==> src/rtl/numc_params.svh <==
`ifndef NUMC_PARAMS_SVH
`define NUMC_PARAMS_SVH
// ==========================================
// Status word fields
`define SW_BUSY 15
`define SW_C3 14
`define SW_TOP_HI 13
`define SW_TOP_LO 11
`define SW_CC_HI 10
`define SW_CC_LO 8
`define SW_IR 7
`define SW_EXC_HI 5
// ==========================================
// Control word fields and values
`define CW_MSK_HI 5
`define CW_IEM 7
`define CW_PC_HI 9
`define CW_PC_LO 8
`define CW_WMASK 16'h1FBF
`define CW_RST 16'h00BF
`define PC_24 2'h0
`define PC_53 2'h2
`define PC_64 2'h3
`define SIG_24 7'h18
`define SIG_53 7'h35
`define SIG_64 7'h40
// ==========================================
// Tag codes and reset
`define TW_RST 16'hFFFF
`define TAG_EMPTY 2'h3
// ==========================================
// Instruction stream
`define ESC_PREFIX 5'h1B
`define QS_FIRST 2'h1
`define QS_EMPTY 2'h2
`define QS_NEXT 2'h3
`define SYNC_W 11
`endif

==> src/rtl/numc_tracker_unused_guard.sv <==
`timescale 1ns/1ps

==> src/rtl/numc_pkg.sv <==
// ==========================================
// Shared types
package numc_pkg;
    // Executed operation kinds
    typedef enum logic [3:0] {
        OP_PUSH, OP_POP, OP_WRITE, OP_READ, OP_CMP, OP_CLEX,
        OP_LDCW, OP_LDTW, OP_DISI, OP_DECSTP, OP_INCSTP
    } numc_op_t;
    // Execution phase
    typedef enum logic {PH_IDLE, PH_EXEC} numc_state_t;
    // Extended precision word
    typedef logic [79:0] numc_ext_t;
endpackage : numc_pkg

==> src/rtl/numc_trk_if.sv <==
`timescale 1ns/1ps
// ==========================================
// Tracker to core signals
interface numc_trk_if;
    logic [1:0] qs_code; // Stable queue status
    logic [6:0] bus_status; // Stable bus status
    logic first_byte; // First opcode byte pulse
    logic next_byte; // Later byte pulse
    logic flush; // Queue emptied pulse
    logic switch_on; // Board switch stable
    logic parity_err; // Parity error stable
    modport trk (output qs_code, bus_status, first_byte, next_byte,
        flush, switch_on, parity_err);
    modport core (input qs_code, bus_status, first_byte, next_byte,
        flush, switch_on, parity_err);
endinterface : numc_trk_if

==> src/rtl/numc_tracker.sv <==
`timescale 1ns/1ps
`include "numc_params.svh"
// ==========================================
// Pin synchroniser and queue status decode
module numc_tracker (
    // Clock and reset
    input wire logic clk,
    input wire logic sys_rst,
    // Raw pins: parity, switch, bus status, queue status
    input wire logic [10:0] pins,
    // Decoded stream events
    numc_trk_if.trk trk
);
    import numc_pkg::*;
    // Tracker state
    typedef struct packed {
        logic [10:0] s1; // First stage
        logic [10:0] s2; // Second stage
        logic [10:0] s3; // Third stage
        logic [10:0] stab; // Accepted level
        logic first;
        logic next;
        logic flush;
    } numc_trk_t;
    numc_trk_t st, n;
    // Next state
    always_comb begin
        n = st;
        n.s1 = pins;
        n.s2 = st.s1;
        n.s3 = st.s2;
        // Change counts once stages two and three agree
        n.stab = (st.s2 & st.s3) | (st.stab & (st.s2 ^ st.s3));
        // Queue code edges become byte events
        n.first = 1'b0;
        n.next = 1'b0;
        n.flush = 1'b0;
        if (n.stab[1:0] != st.stab[1:0]) begin
            n.first = n.stab[1:0] == `QS_FIRST;
            n.next = n.stab[1:0] == `QS_NEXT;
            n.flush = n.stab[1:0] == `QS_EMPTY;
        end
        if (sys_rst) begin
            n = '0;
        end
    end
    // State register
    always_ff @(posedge clk) begin
        st <= n;
    end
    assign trk.qs_code = st.stab[1:0];
    assign trk.bus_status = st.stab[8:2];
    assign trk.switch_on = st.stab[9];
    assign trk.parity_err = st.stab[10];
    assign trk.first_byte = st.first;
    assign trk.next_byte = st.next;
    assign trk.flush = st.flush;
endmodule : numc_tracker

==> src/rtl/numc_core.sv <==
`timescale 1ns/1ps
`include "numc_params.svh"
// ==========================================
// Coprocessor programming model and host coupling
module numc_core (
    // Clock and reset
    input wire logic clk,
    input wire logic sys_rst,
    // Host shared status pins
    input wire logic queue_status_low,
    input wire logic queue_status_high,
    input wire logic [6:0] bus_status_lines,
    // Board pins
    input wire logic board_switch_on,
    input wire logic parity_error,
    // Host interrupt mask register write
    input wire logic nmi_mask_wr,
    input wire logic nmi_mask_val,
    // Instruction execute port
    input wire logic cmd_valid,
    input wire numc_pkg::numc_op_t cmd_op,
    input wire logic [2:0] cmd_index,
    input wire numc_pkg::numc_ext_t cmd_data,
    input wire logic [5:0] cmd_exc,
    input wire logic [3:0] cmd_cc,
    input wire logic [1:0] cmd_tag,
    input wire logic [7:0] cmd_cycles,
    input wire logic [15:0] cmd_opcode,
    input wire logic [19:0] cmd_ins_addr,
    input wire logic [19:0] cmd_opnd_addr,
    // Handshake and interrupt outputs
    output logic cmd_ready,
    output logic busy,
    output logic cop_irq,
    output logic nmi_out,
    output logic nmi_mask,
    // Register views
    output logic [15:0] status_word,
    output logic [15:0] control_word,
    output logic [15:0] tag_word,
    output logic [6:0] sig_bits,
    output numc_pkg::numc_ext_t rd_data,
    output logic rd_valid,
    output logic [19:0] operand_address_pointer,
    output logic [10:0] captured_opcode,
    output logic [19:0] instruction_address_pointer,
    // Stream tracking views
    output logic [7:0] stream_bytes,
    output logic [6:0] bus_status_seen
);
    import numc_pkg::*;
    // ==========================================
    // State
    typedef struct packed {
        numc_state_t state; // Idle or executing
        logic [7:0] cnt; // Cycles left
        numc_op_t op; // Latched operation
        logic [2:0] idx; // Latched operand index
        numc_ext_t data; // Latched value
        logic [5:0] exc; // Latched exceptions
        logic [3:0] cc; // Latched condition code
        logic [1:0] tag; // Latched tag
        logic [15:0] sw; // Status word
        logic [15:0] cw; // Control word
        logic [15:0] tw; // Tag word
        logic [7:0][79:0] stk; // Register stack
        logic nmi_mask; // Host interrupt mask
        logic nmi; // Combined NMI
        logic irq; // Gated coprocessor request
        logic busy; // Busy pin
        logic ready; // Accepting work
        logic [6:0] sig; // Significand width
        numc_ext_t rd; // Read value
        logic rd_v; // Read strobe
        logic [19:0] opnd_ptr; // Operand address
        logic [10:0] opc; // Opcode low bits
        logic [19:0] ins_ptr; // Instruction address
        logic [7:0] bytes; // Bytes since first opcode byte, zero after flush
        logic [6:0] bus_seen; // Bus status copy
    } numc_core_t;
    numc_core_t st, n;
    // Tracker link
    numc_trk_if trk ();
    // Derived helpers
    logic accept; // Instruction taken
    logic clex_now; // No-wait clear taken
    logic done; // Last execution cycle
    logic [2:0] top_cur; // Current stack top
    logic [2:0] top_dn; // Top after push
    logic [2:0] top_up; // Top after pop
    logic [2:0] sel; // Top-relative register
    // ==========================================
    // Pin tracking
    numc_tracker u_trk (
        .clk(clk),
        .sys_rst(sys_rst),
        .pins({parity_error, board_switch_on, bus_status_lines,
            queue_status_high, queue_status_low}),
        .trk(trk)
    );
    // ==========================================
    // Acceptance and stack pointer arithmetic
    assign accept = cmd_valid && (cmd_opcode[15:11] == `ESC_PREFIX)
        && (st.state == PH_IDLE || cmd_op == OP_CLEX);
    assign clex_now = accept && cmd_op == OP_CLEX;
    assign done = st.state == PH_EXEC && st.cnt == 8'h01 && !clex_now;
    assign top_cur = st.sw[`SW_TOP_HI:`SW_TOP_LO];
    assign top_dn = top_cur - 3'h1;
    assign top_up = top_cur + 3'h1;
    assign sel = top_cur + st.idx;
    // ==========================================
    // Next state
    always_comb begin
        n = st;
        n.rd_v = 1'b0;
        // Host interrupt mask register
        if (nmi_mask_wr) begin
            n.nmi_mask = nmi_mask_val;
        end
        // Fetched byte tracking
        if (trk.flush) begin
            n.bytes = 8'h00;
        end else if (trk.first_byte) begin
            n.bytes = 8'h01;
        end else if (trk.next_byte) begin
            n.bytes = st.bytes + 8'h01;
        end
        n.bus_seen = trk.bus_status;
        if (accept) begin
            // Pointer capture on every accepted instruction
            n.ins_ptr = cmd_ins_addr;
            n.opnd_ptr = cmd_opnd_addr;
            n.opc = cmd_opcode[10:0];
            if (clex_now) begin
                // Clear flags, request and busy; abort work
                n.sw[`SW_EXC_HI:0] = 6'h00;
                n.sw[`SW_BUSY] = 1'b0;
                n.state = PH_IDLE;
            end else begin
                // Latch and start executing
                n.op = cmd_op;
                n.idx = cmd_index;
                n.data = cmd_data;
                n.exc = cmd_exc;
                n.cc = cmd_cc;
                n.tag = cmd_tag;
                n.cnt = (cmd_cycles == 8'h00) ? 8'h01 : cmd_cycles;
                n.sw[`SW_BUSY] = 1'b1;
                n.state = PH_EXEC;
            end
        end else if (st.state == PH_EXEC && !done) begin
            // Count down execution time
            n.cnt = st.cnt - 8'h01;
        end else if (done) begin
            // Finish: post exceptions, leave busy
            n.sw[`SW_EXC_HI:0] = st.sw[`SW_EXC_HI:0] | st.exc;
            n.sw[`SW_BUSY] = 1'b0;
            n.state = PH_IDLE;
            unique case (st.op)
                OP_PUSH: begin
                    // Decrement top, then write new top
                    n.sw[`SW_TOP_HI:`SW_TOP_LO] = top_dn;
                    n.stk[top_dn] = st.data;
                    n.tw[{top_dn, 1'b0} +: 2] = st.tag;
                end
                OP_POP: begin
                    // Read top, mark empty, then increment
                    n.rd = st.stk[top_cur];
                    n.rd_v = 1'b1;
                    n.tw[{top_cur, 1'b0} +: 2] = `TAG_EMPTY;
                    n.sw[`SW_TOP_HI:`SW_TOP_LO] = top_up;
                end
                OP_WRITE: begin
                    // Result into top-relative register
                    n.stk[sel] = st.data;
                    n.tw[{sel, 1'b0} +: 2] = st.tag;
                    n.sw[`SW_C3] = st.cc[3];
                    n.sw[`SW_CC_HI:`SW_CC_LO] = st.cc[2:0];
                end
                OP_READ: begin
                    // Read top-relative register
                    n.rd = st.stk[sel];
                    n.rd_v = 1'b1;
                end
                OP_CMP: begin
                    // Comparison outcome only
                    n.sw[`SW_C3] = st.cc[3];
                    n.sw[`SW_CC_HI:`SW_CC_LO] = st.cc[2:0];
                end
                OP_CLEX: begin
                    // Never latched; clear acts at acceptance
                    n.sw[`SW_BUSY] = 1'b0;
                end
                OP_LDCW: begin
                    // Reserved control bits stay zero
                    n.cw = st.data[15:0] & `CW_WMASK;
                end
                OP_LDTW: begin
                    n.tw = st.data[15:0];
                end
                OP_DISI: begin
                    n.cw[`CW_IEM] = 1'b1;
                end
                OP_DECSTP: begin
                    n.sw[`SW_TOP_HI:`SW_TOP_LO] = top_dn;
                end
                OP_INCSTP: begin
                    n.sw[`SW_TOP_HI:`SW_TOP_LO] = top_up;
                end
            endcase
        end
        // Request from unmasked flags
        n.sw[`SW_IR] = |(n.sw[`SW_EXC_HI:0]
            & ~n.cw[`CW_MSK_HI:0]);
        n.sw[6] = 1'b0;
        // Request reaches host only with enable clear
        n.irq = n.sw[`SW_IR] & ~n.cw[`CW_IEM];
        // Switch and mask register gate, parity joins
        n.nmi = n.nmi_mask
            & ((n.irq & ~trk.switch_on) | trk.parity_err);
        n.busy = n.sw[`SW_BUSY];
        n.ready = n.state == PH_IDLE;
        // Significand width from precision field
        unique case (n.cw[`CW_PC_HI:`CW_PC_LO])
            `PC_24: n.sig = `SIG_24;
            `PC_53: n.sig = `SIG_53;
            `PC_64: n.sig = `SIG_64;
            default: n.sig = 7'h00;
        endcase
        // Synchronous reset to constants
        if (sys_rst) begin
            n = '0;
            n.cw = `CW_RST;
            n.tw = `TW_RST;
            n.ready = 1'b1;
            n.sig = `SIG_24;
            n.nmi_mask = 1'b0;
        end
    end
    // State register
    always_ff @(posedge clk) begin
        st <= n;
    end
    // ==========================================
    // Outputs
    assign cmd_ready = st.ready;
    assign busy = st.busy;
    assign cop_irq = st.irq;
    assign nmi_out = st.nmi;
    assign nmi_mask = st.nmi_mask;
    assign status_word = st.sw;
    assign control_word = st.cw;
    assign tag_word = st.tw;
    assign sig_bits = st.sig;
    assign rd_data = st.rd;
    assign rd_valid = st.rd_v;
    assign operand_address_pointer = st.opnd_ptr;
    assign captured_opcode = st.opc;
    assign instruction_address_pointer = st.ins_ptr;
    assign stream_bytes = st.bytes;
    assign bus_status_seen = st.bus_seen;
endmodule : numc_core

==> config.mk <==
export PLATFORM = sky130hd
export DESIGN_NAME = numc_core
export DESIGN_NICKNAME = d
export VERILOG_FILES = /design/src/rtl/numc_tracker_unused_guard.sv /design/src/rtl/numc_pkg.sv /design/src/rtl/numc_trk_if.sv /design/src/rtl/numc_tracker.sv /design/src/rtl/numc_core.sv
export VERILOG_INCLUDE_DIRS = /design/src /design/src/rtl
export SDC_FILE = /design/constraint.sdc
export NUM_CORES = 2
export LEC_CHECK = 0
export ABC_AREA = 0
export BUFFER_PORTS_ARGS = -buffer_cell sky130_fd_sc_hd__buf_2
export CAP_MARGIN = 20
export CORE_ASPECT_RATIO = 0.6
export CORE_MARGIN = 2
export CORE_UTILIZATION = 45
export CTS_BUF_LIST = sky130_fd_sc_hd__clkbuf_4 sky130_fd_sc_hd__clkbuf_8 sky130_fd_sc_hd__clkbuf_16
export DETAILED_ROUTE_END_ITERATION = 16
export SLEW_MARGIN = 40
export SYNTH_ARGS = -nofsm -noshare
export SYNTH_HDL_FRONTEND = slang
export SYNTH_HIERARCHICAL = 1
export SYNTH_SLANG_ARGS = --single-unit
==> constraint.sdc <==
create_clock -name clk -period 5.4 [get_ports clk]
set_input_delay 0.54 -clock clk [delete_from_list [all_inputs] [get_ports clk]]
set_output_delay 0.54 -clock clk [all_outputs]
set_load 0.005 [all_outputs]
==> parameters.txt <==
Parameter                              Value

Timing
  Worst hold slack after final layout ... 0.0549 ns
  Fin Clk Skew ... 0.0229 ns
  Transition time at the pin with the least slew margin ... about 0.97 ns
  Upper clock frequency limit ... 0.230 GHz
  Setup repair after global routing missed its margin ... false
  Total negative setup slack ... 0 ns
  Worst slew slack as a fraction of its limit ... 35.3%
  Max Slew Vio Count ... 0
  Final period demand of the worst path ... 4.35 ns
  Number of endpoints with negative hold slack in the final report ... 0
  Worst Setup Slack, final ... 1.05 ns
  Final worst path period share ... 80.5%
  Final number of setup-violating endpoints ... 0

Status
  Outcome ... complete, no violations

Detailed routing
  Detailed-route via count ... 38.7k
  Post-DR vias/cell ... 5.78
  Total iterations of the first detailed-routing run ... 6
  Residual DRC count ... 0
  Iteration-0 DRC count of the detailed router ... between 4k and 5k
  Average routed wire per standard cell ... roughly 22 um
  Routed WL ... 149000 um
  Remaining antenna violation count ... 0

Floorplanning
  Die ar. ... 0.106 mm^2
  Starting utilization of the core area ... between 40 and 50%
  Num rows ... 91
  Number of top-level pins ... 386
  Height of the chip ... 253 um
  Core area ... 0.103 mm^2
  Die span in x ... 420 um

CTS
  Number of resized instances in the post-cts repair step ... 0
  Total setup buffers inserted after CTS ... 0
  Cell chosen for the clock root ... sky130_fd_sc_hd__clkbuf_16
  # H-tree levels ... 3
  Count of hold-fix buffers inserted at cts ... 0
  CTS Buf Count ... 93
  Clk Latency, worst-skew pair ... 0.69 ns
  CTS tree ... done
  Clock tree sinks ... between 900 and 1k
  Clk buf depth ... 3
  Reg clk slew, reported paths ... around 0.070 ns

Worst setup path
  Worst Path Required ... ~6.0 ns
  Critical path buffer and inverter count ... 3
  Delay-heaviest family, CP ... simple AND/OR/NAND/NOR gates
  Data arrival time at the worst-slack endpoint ... 4.94 ns
  Largest fanout on the critical path ... 31
  Largest stage delay on the critical path ... 0.66 ns
  Category of the worst setup path launch point ... flop
  Critical setup path kind ... reg2reg
  Endpoint type of the worst setup path ... flop
  Cells along the critical path ... ha_2 > inv_1 > fa_2 > inv_4 > nand3_1 > o21ai_0 > and2_4 > buf_4 > nand2_1 > a21oi_1
  Cell with the largest stage delay on the worst path ... sky130_fd_sc_hd__inv_4

Min path
  Hold Crit Class ... in2reg

Layout
  Final standard cell count with taps included and fillers excluded ... 6688
  Fraction of final layout cells sized beyond drive strength 1 ... 18.5%
  Cell area after layout ... just over 0.05 mm^2
  Register cell area after layout ... a little under 0.02 mm^2
  Number of fillers in the final layout ... a little under 10k
  Area of the multi-input gates ... 0.0233 mm^2
  Area Growth Syn to Fin ... 9.76%
  Diode insertion count for antenna repair ... 0
  Post-Route Utilization ... 49.9%
  Final net count ... roughly 5.4k

GRT
  Initial antenna violation count ... 2
  Overflow left after global routing ... 0
  Maximum number of pins on one net before global-route repair ... around 200
  Wire length of the first global-routing pass ... between 200000 and 250000 um
  Vias in the first global route ... 36.5k
  Total Routing Usage GR ... 27.5%

Placement
  Port buffer count ... roughly 380
  Post-placement cell area ... approximately 0.048 mm^2
  Worst setup timing slack at the placement stage ... between 1 and 1.5 ns
  Final RePlAce weighted congestion ... 0.852
  Final HPWL DP ... 85600 um
  Number of placed cells counting well taps ... 6516

Power and ir drop
  Leakage component of the power ... 17.8 nW
  Power after layout ... around 15 mW
  Worst VDD drop ... 233 uV
  Total power density per cell area ... 288 mW/mm^2

Yosys
  Cell area after synthesis ... between 0.04 and 0.05 mm^2
  Ys Warns ... 6
  Synth Instances ... 5364
  Syn Area/Cell ... 8.70 um^2

Run
  Max Cap Viol ... 0
-- area by class of cell --
| class | instances | share of cell area (%) |
|---|---|---|
| clock buffer | 127 | 5.32 |
| clock inverter | 41 | 0.985 |
| inverter | 18 | 0.166 |
| multi-input combinational | 3650 | 45.5 |
| sequential | 993 | 38.8 |
| tap | 1395 | 3.41 |
| timing repair buffer | 464 | 5.78 |
-- state kept, by name, indices dropped and copies added, names as in the netlist, 2 cells and up --
name and count:
st 748, rd_data 80, u_trk/st 33, instruction_address_pointer 20, operand_address_pointer 20, tag_word 16, status_word 15, control_word 12
captured_opcode 11, stream_bytes 8, bus_status_seen 7, u_trk/trk.bus_status 7, sig_bits 4, u_trk/trk.qs_code 2
-- final timing paths --
path,cells past startpoint,startpoint,end,slack (ns)
setup reg to reg,10,status_word[11]$_SDFFE_PP0P_,st[393]$_SDFFE_PP0P_,1.05
setup / recovery,10,status_word[11]$_SDFFE_PP0P_,st[393]$_SDFFE_PP0P_,1.05
hold / removal,2,bus_status_lines[5],u_trk/st[43]$_SDFF_PP0_,0.05
hold reg to reg,1,u_trk/trk.flush$_SDFF_PP0_,stream_bytes[0]$_SDFFE_PP0P_,0.41
-- metal layers --
| layer | wire length [um] | GRT usage (%) |
|---|---|---|
| met5 | 13 | 0 |
| met4 | 3410 | 6.76 |
| met3 | 11900 | 4.36 |
| met2 | 68000 | 43.3 |
| met1 | 66100 | 39.5 |
-- worst register-to-register path: cells and delay by family, from the launching register on --
kind	cells	cell delay [ns]
flip-flops	1	0.43
AO/OA/AOI/OAI	2	0.68
adder cells (fa/ha/maj)	2	0.81
AND/OR/NAND/NOR	3	1.22
buffers and inverters	3	1.12
-- placed cells by master, fill, tap and decap left out, types with 6 or more instances in the layout --
master / n
sky130_fd_sc_hd__xor2_1: 7
sky130_fd_sc_hd__buf_6: 9
sky130_fd_sc_hd__buf_4: 47
sky130_fd_sc_hd__buf_2: 379
sky130_fd_sc_hd__a211oi_1: 24
sky130_fd_sc_hd__o21ai_0: 46
sky130_fd_sc_hd__ha_1: 26
sky130_fd_sc_hd__mux4_2: 300
sky130_fd_sc_hd__nor2b_1: 55
sky130_fd_sc_hd__inv_1: 14
sky130_fd_sc_hd__conb_1: 6
sky130_fd_sc_hd__nand4_1: 11
sky130_fd_sc_hd__nor2_1: 95
sky130_fd_sc_hd__buf_12: 22
sky130_fd_sc_hd__dfxtp_1: 991
sky130_fd_sc_hd__nand2_1: 1740
sky130_fd_sc_hd__clkbuf_16: 97
sky130_fd_sc_hd__a22o_1: 9
sky130_fd_sc_hd__clkbuf_8: 11
sky130_fd_sc_hd__mux2i_1: 161
sky130_fd_sc_hd__nand3_1: 36
sky130_fd_sc_hd__a21oi_1: 868
sky130_fd_sc_hd__clkinvlp_4: 6
sky130_fd_sc_hd__and3_1: 7
sky130_fd_sc_hd__clkbuf_4: 19
sky130_fd_sc_hd__bufinv_16: 10
sky130_fd_sc_hd__o22ai_1: 21
sky130_fd_sc_hd__nor3_1: 40
sky130_fd_sc_hd__nand2b_1: 12
sky130_fd_sc_hd__clkinv_2: 18
sky130_fd_sc_hd__o221ai_1: 63
-- report_power, final --
part | switching, mW | total [mW] | internal (mW)
Clock | 3.04 | 7.06 | 4.02
Sequential | 0.0226 | 7.36 | 7.34
Combinational | 0.218 | 0.325 | 0.106
Total | 3.28 | 14.7 | 11.5
Note: power is estimated with default switching activity, not from simulation.
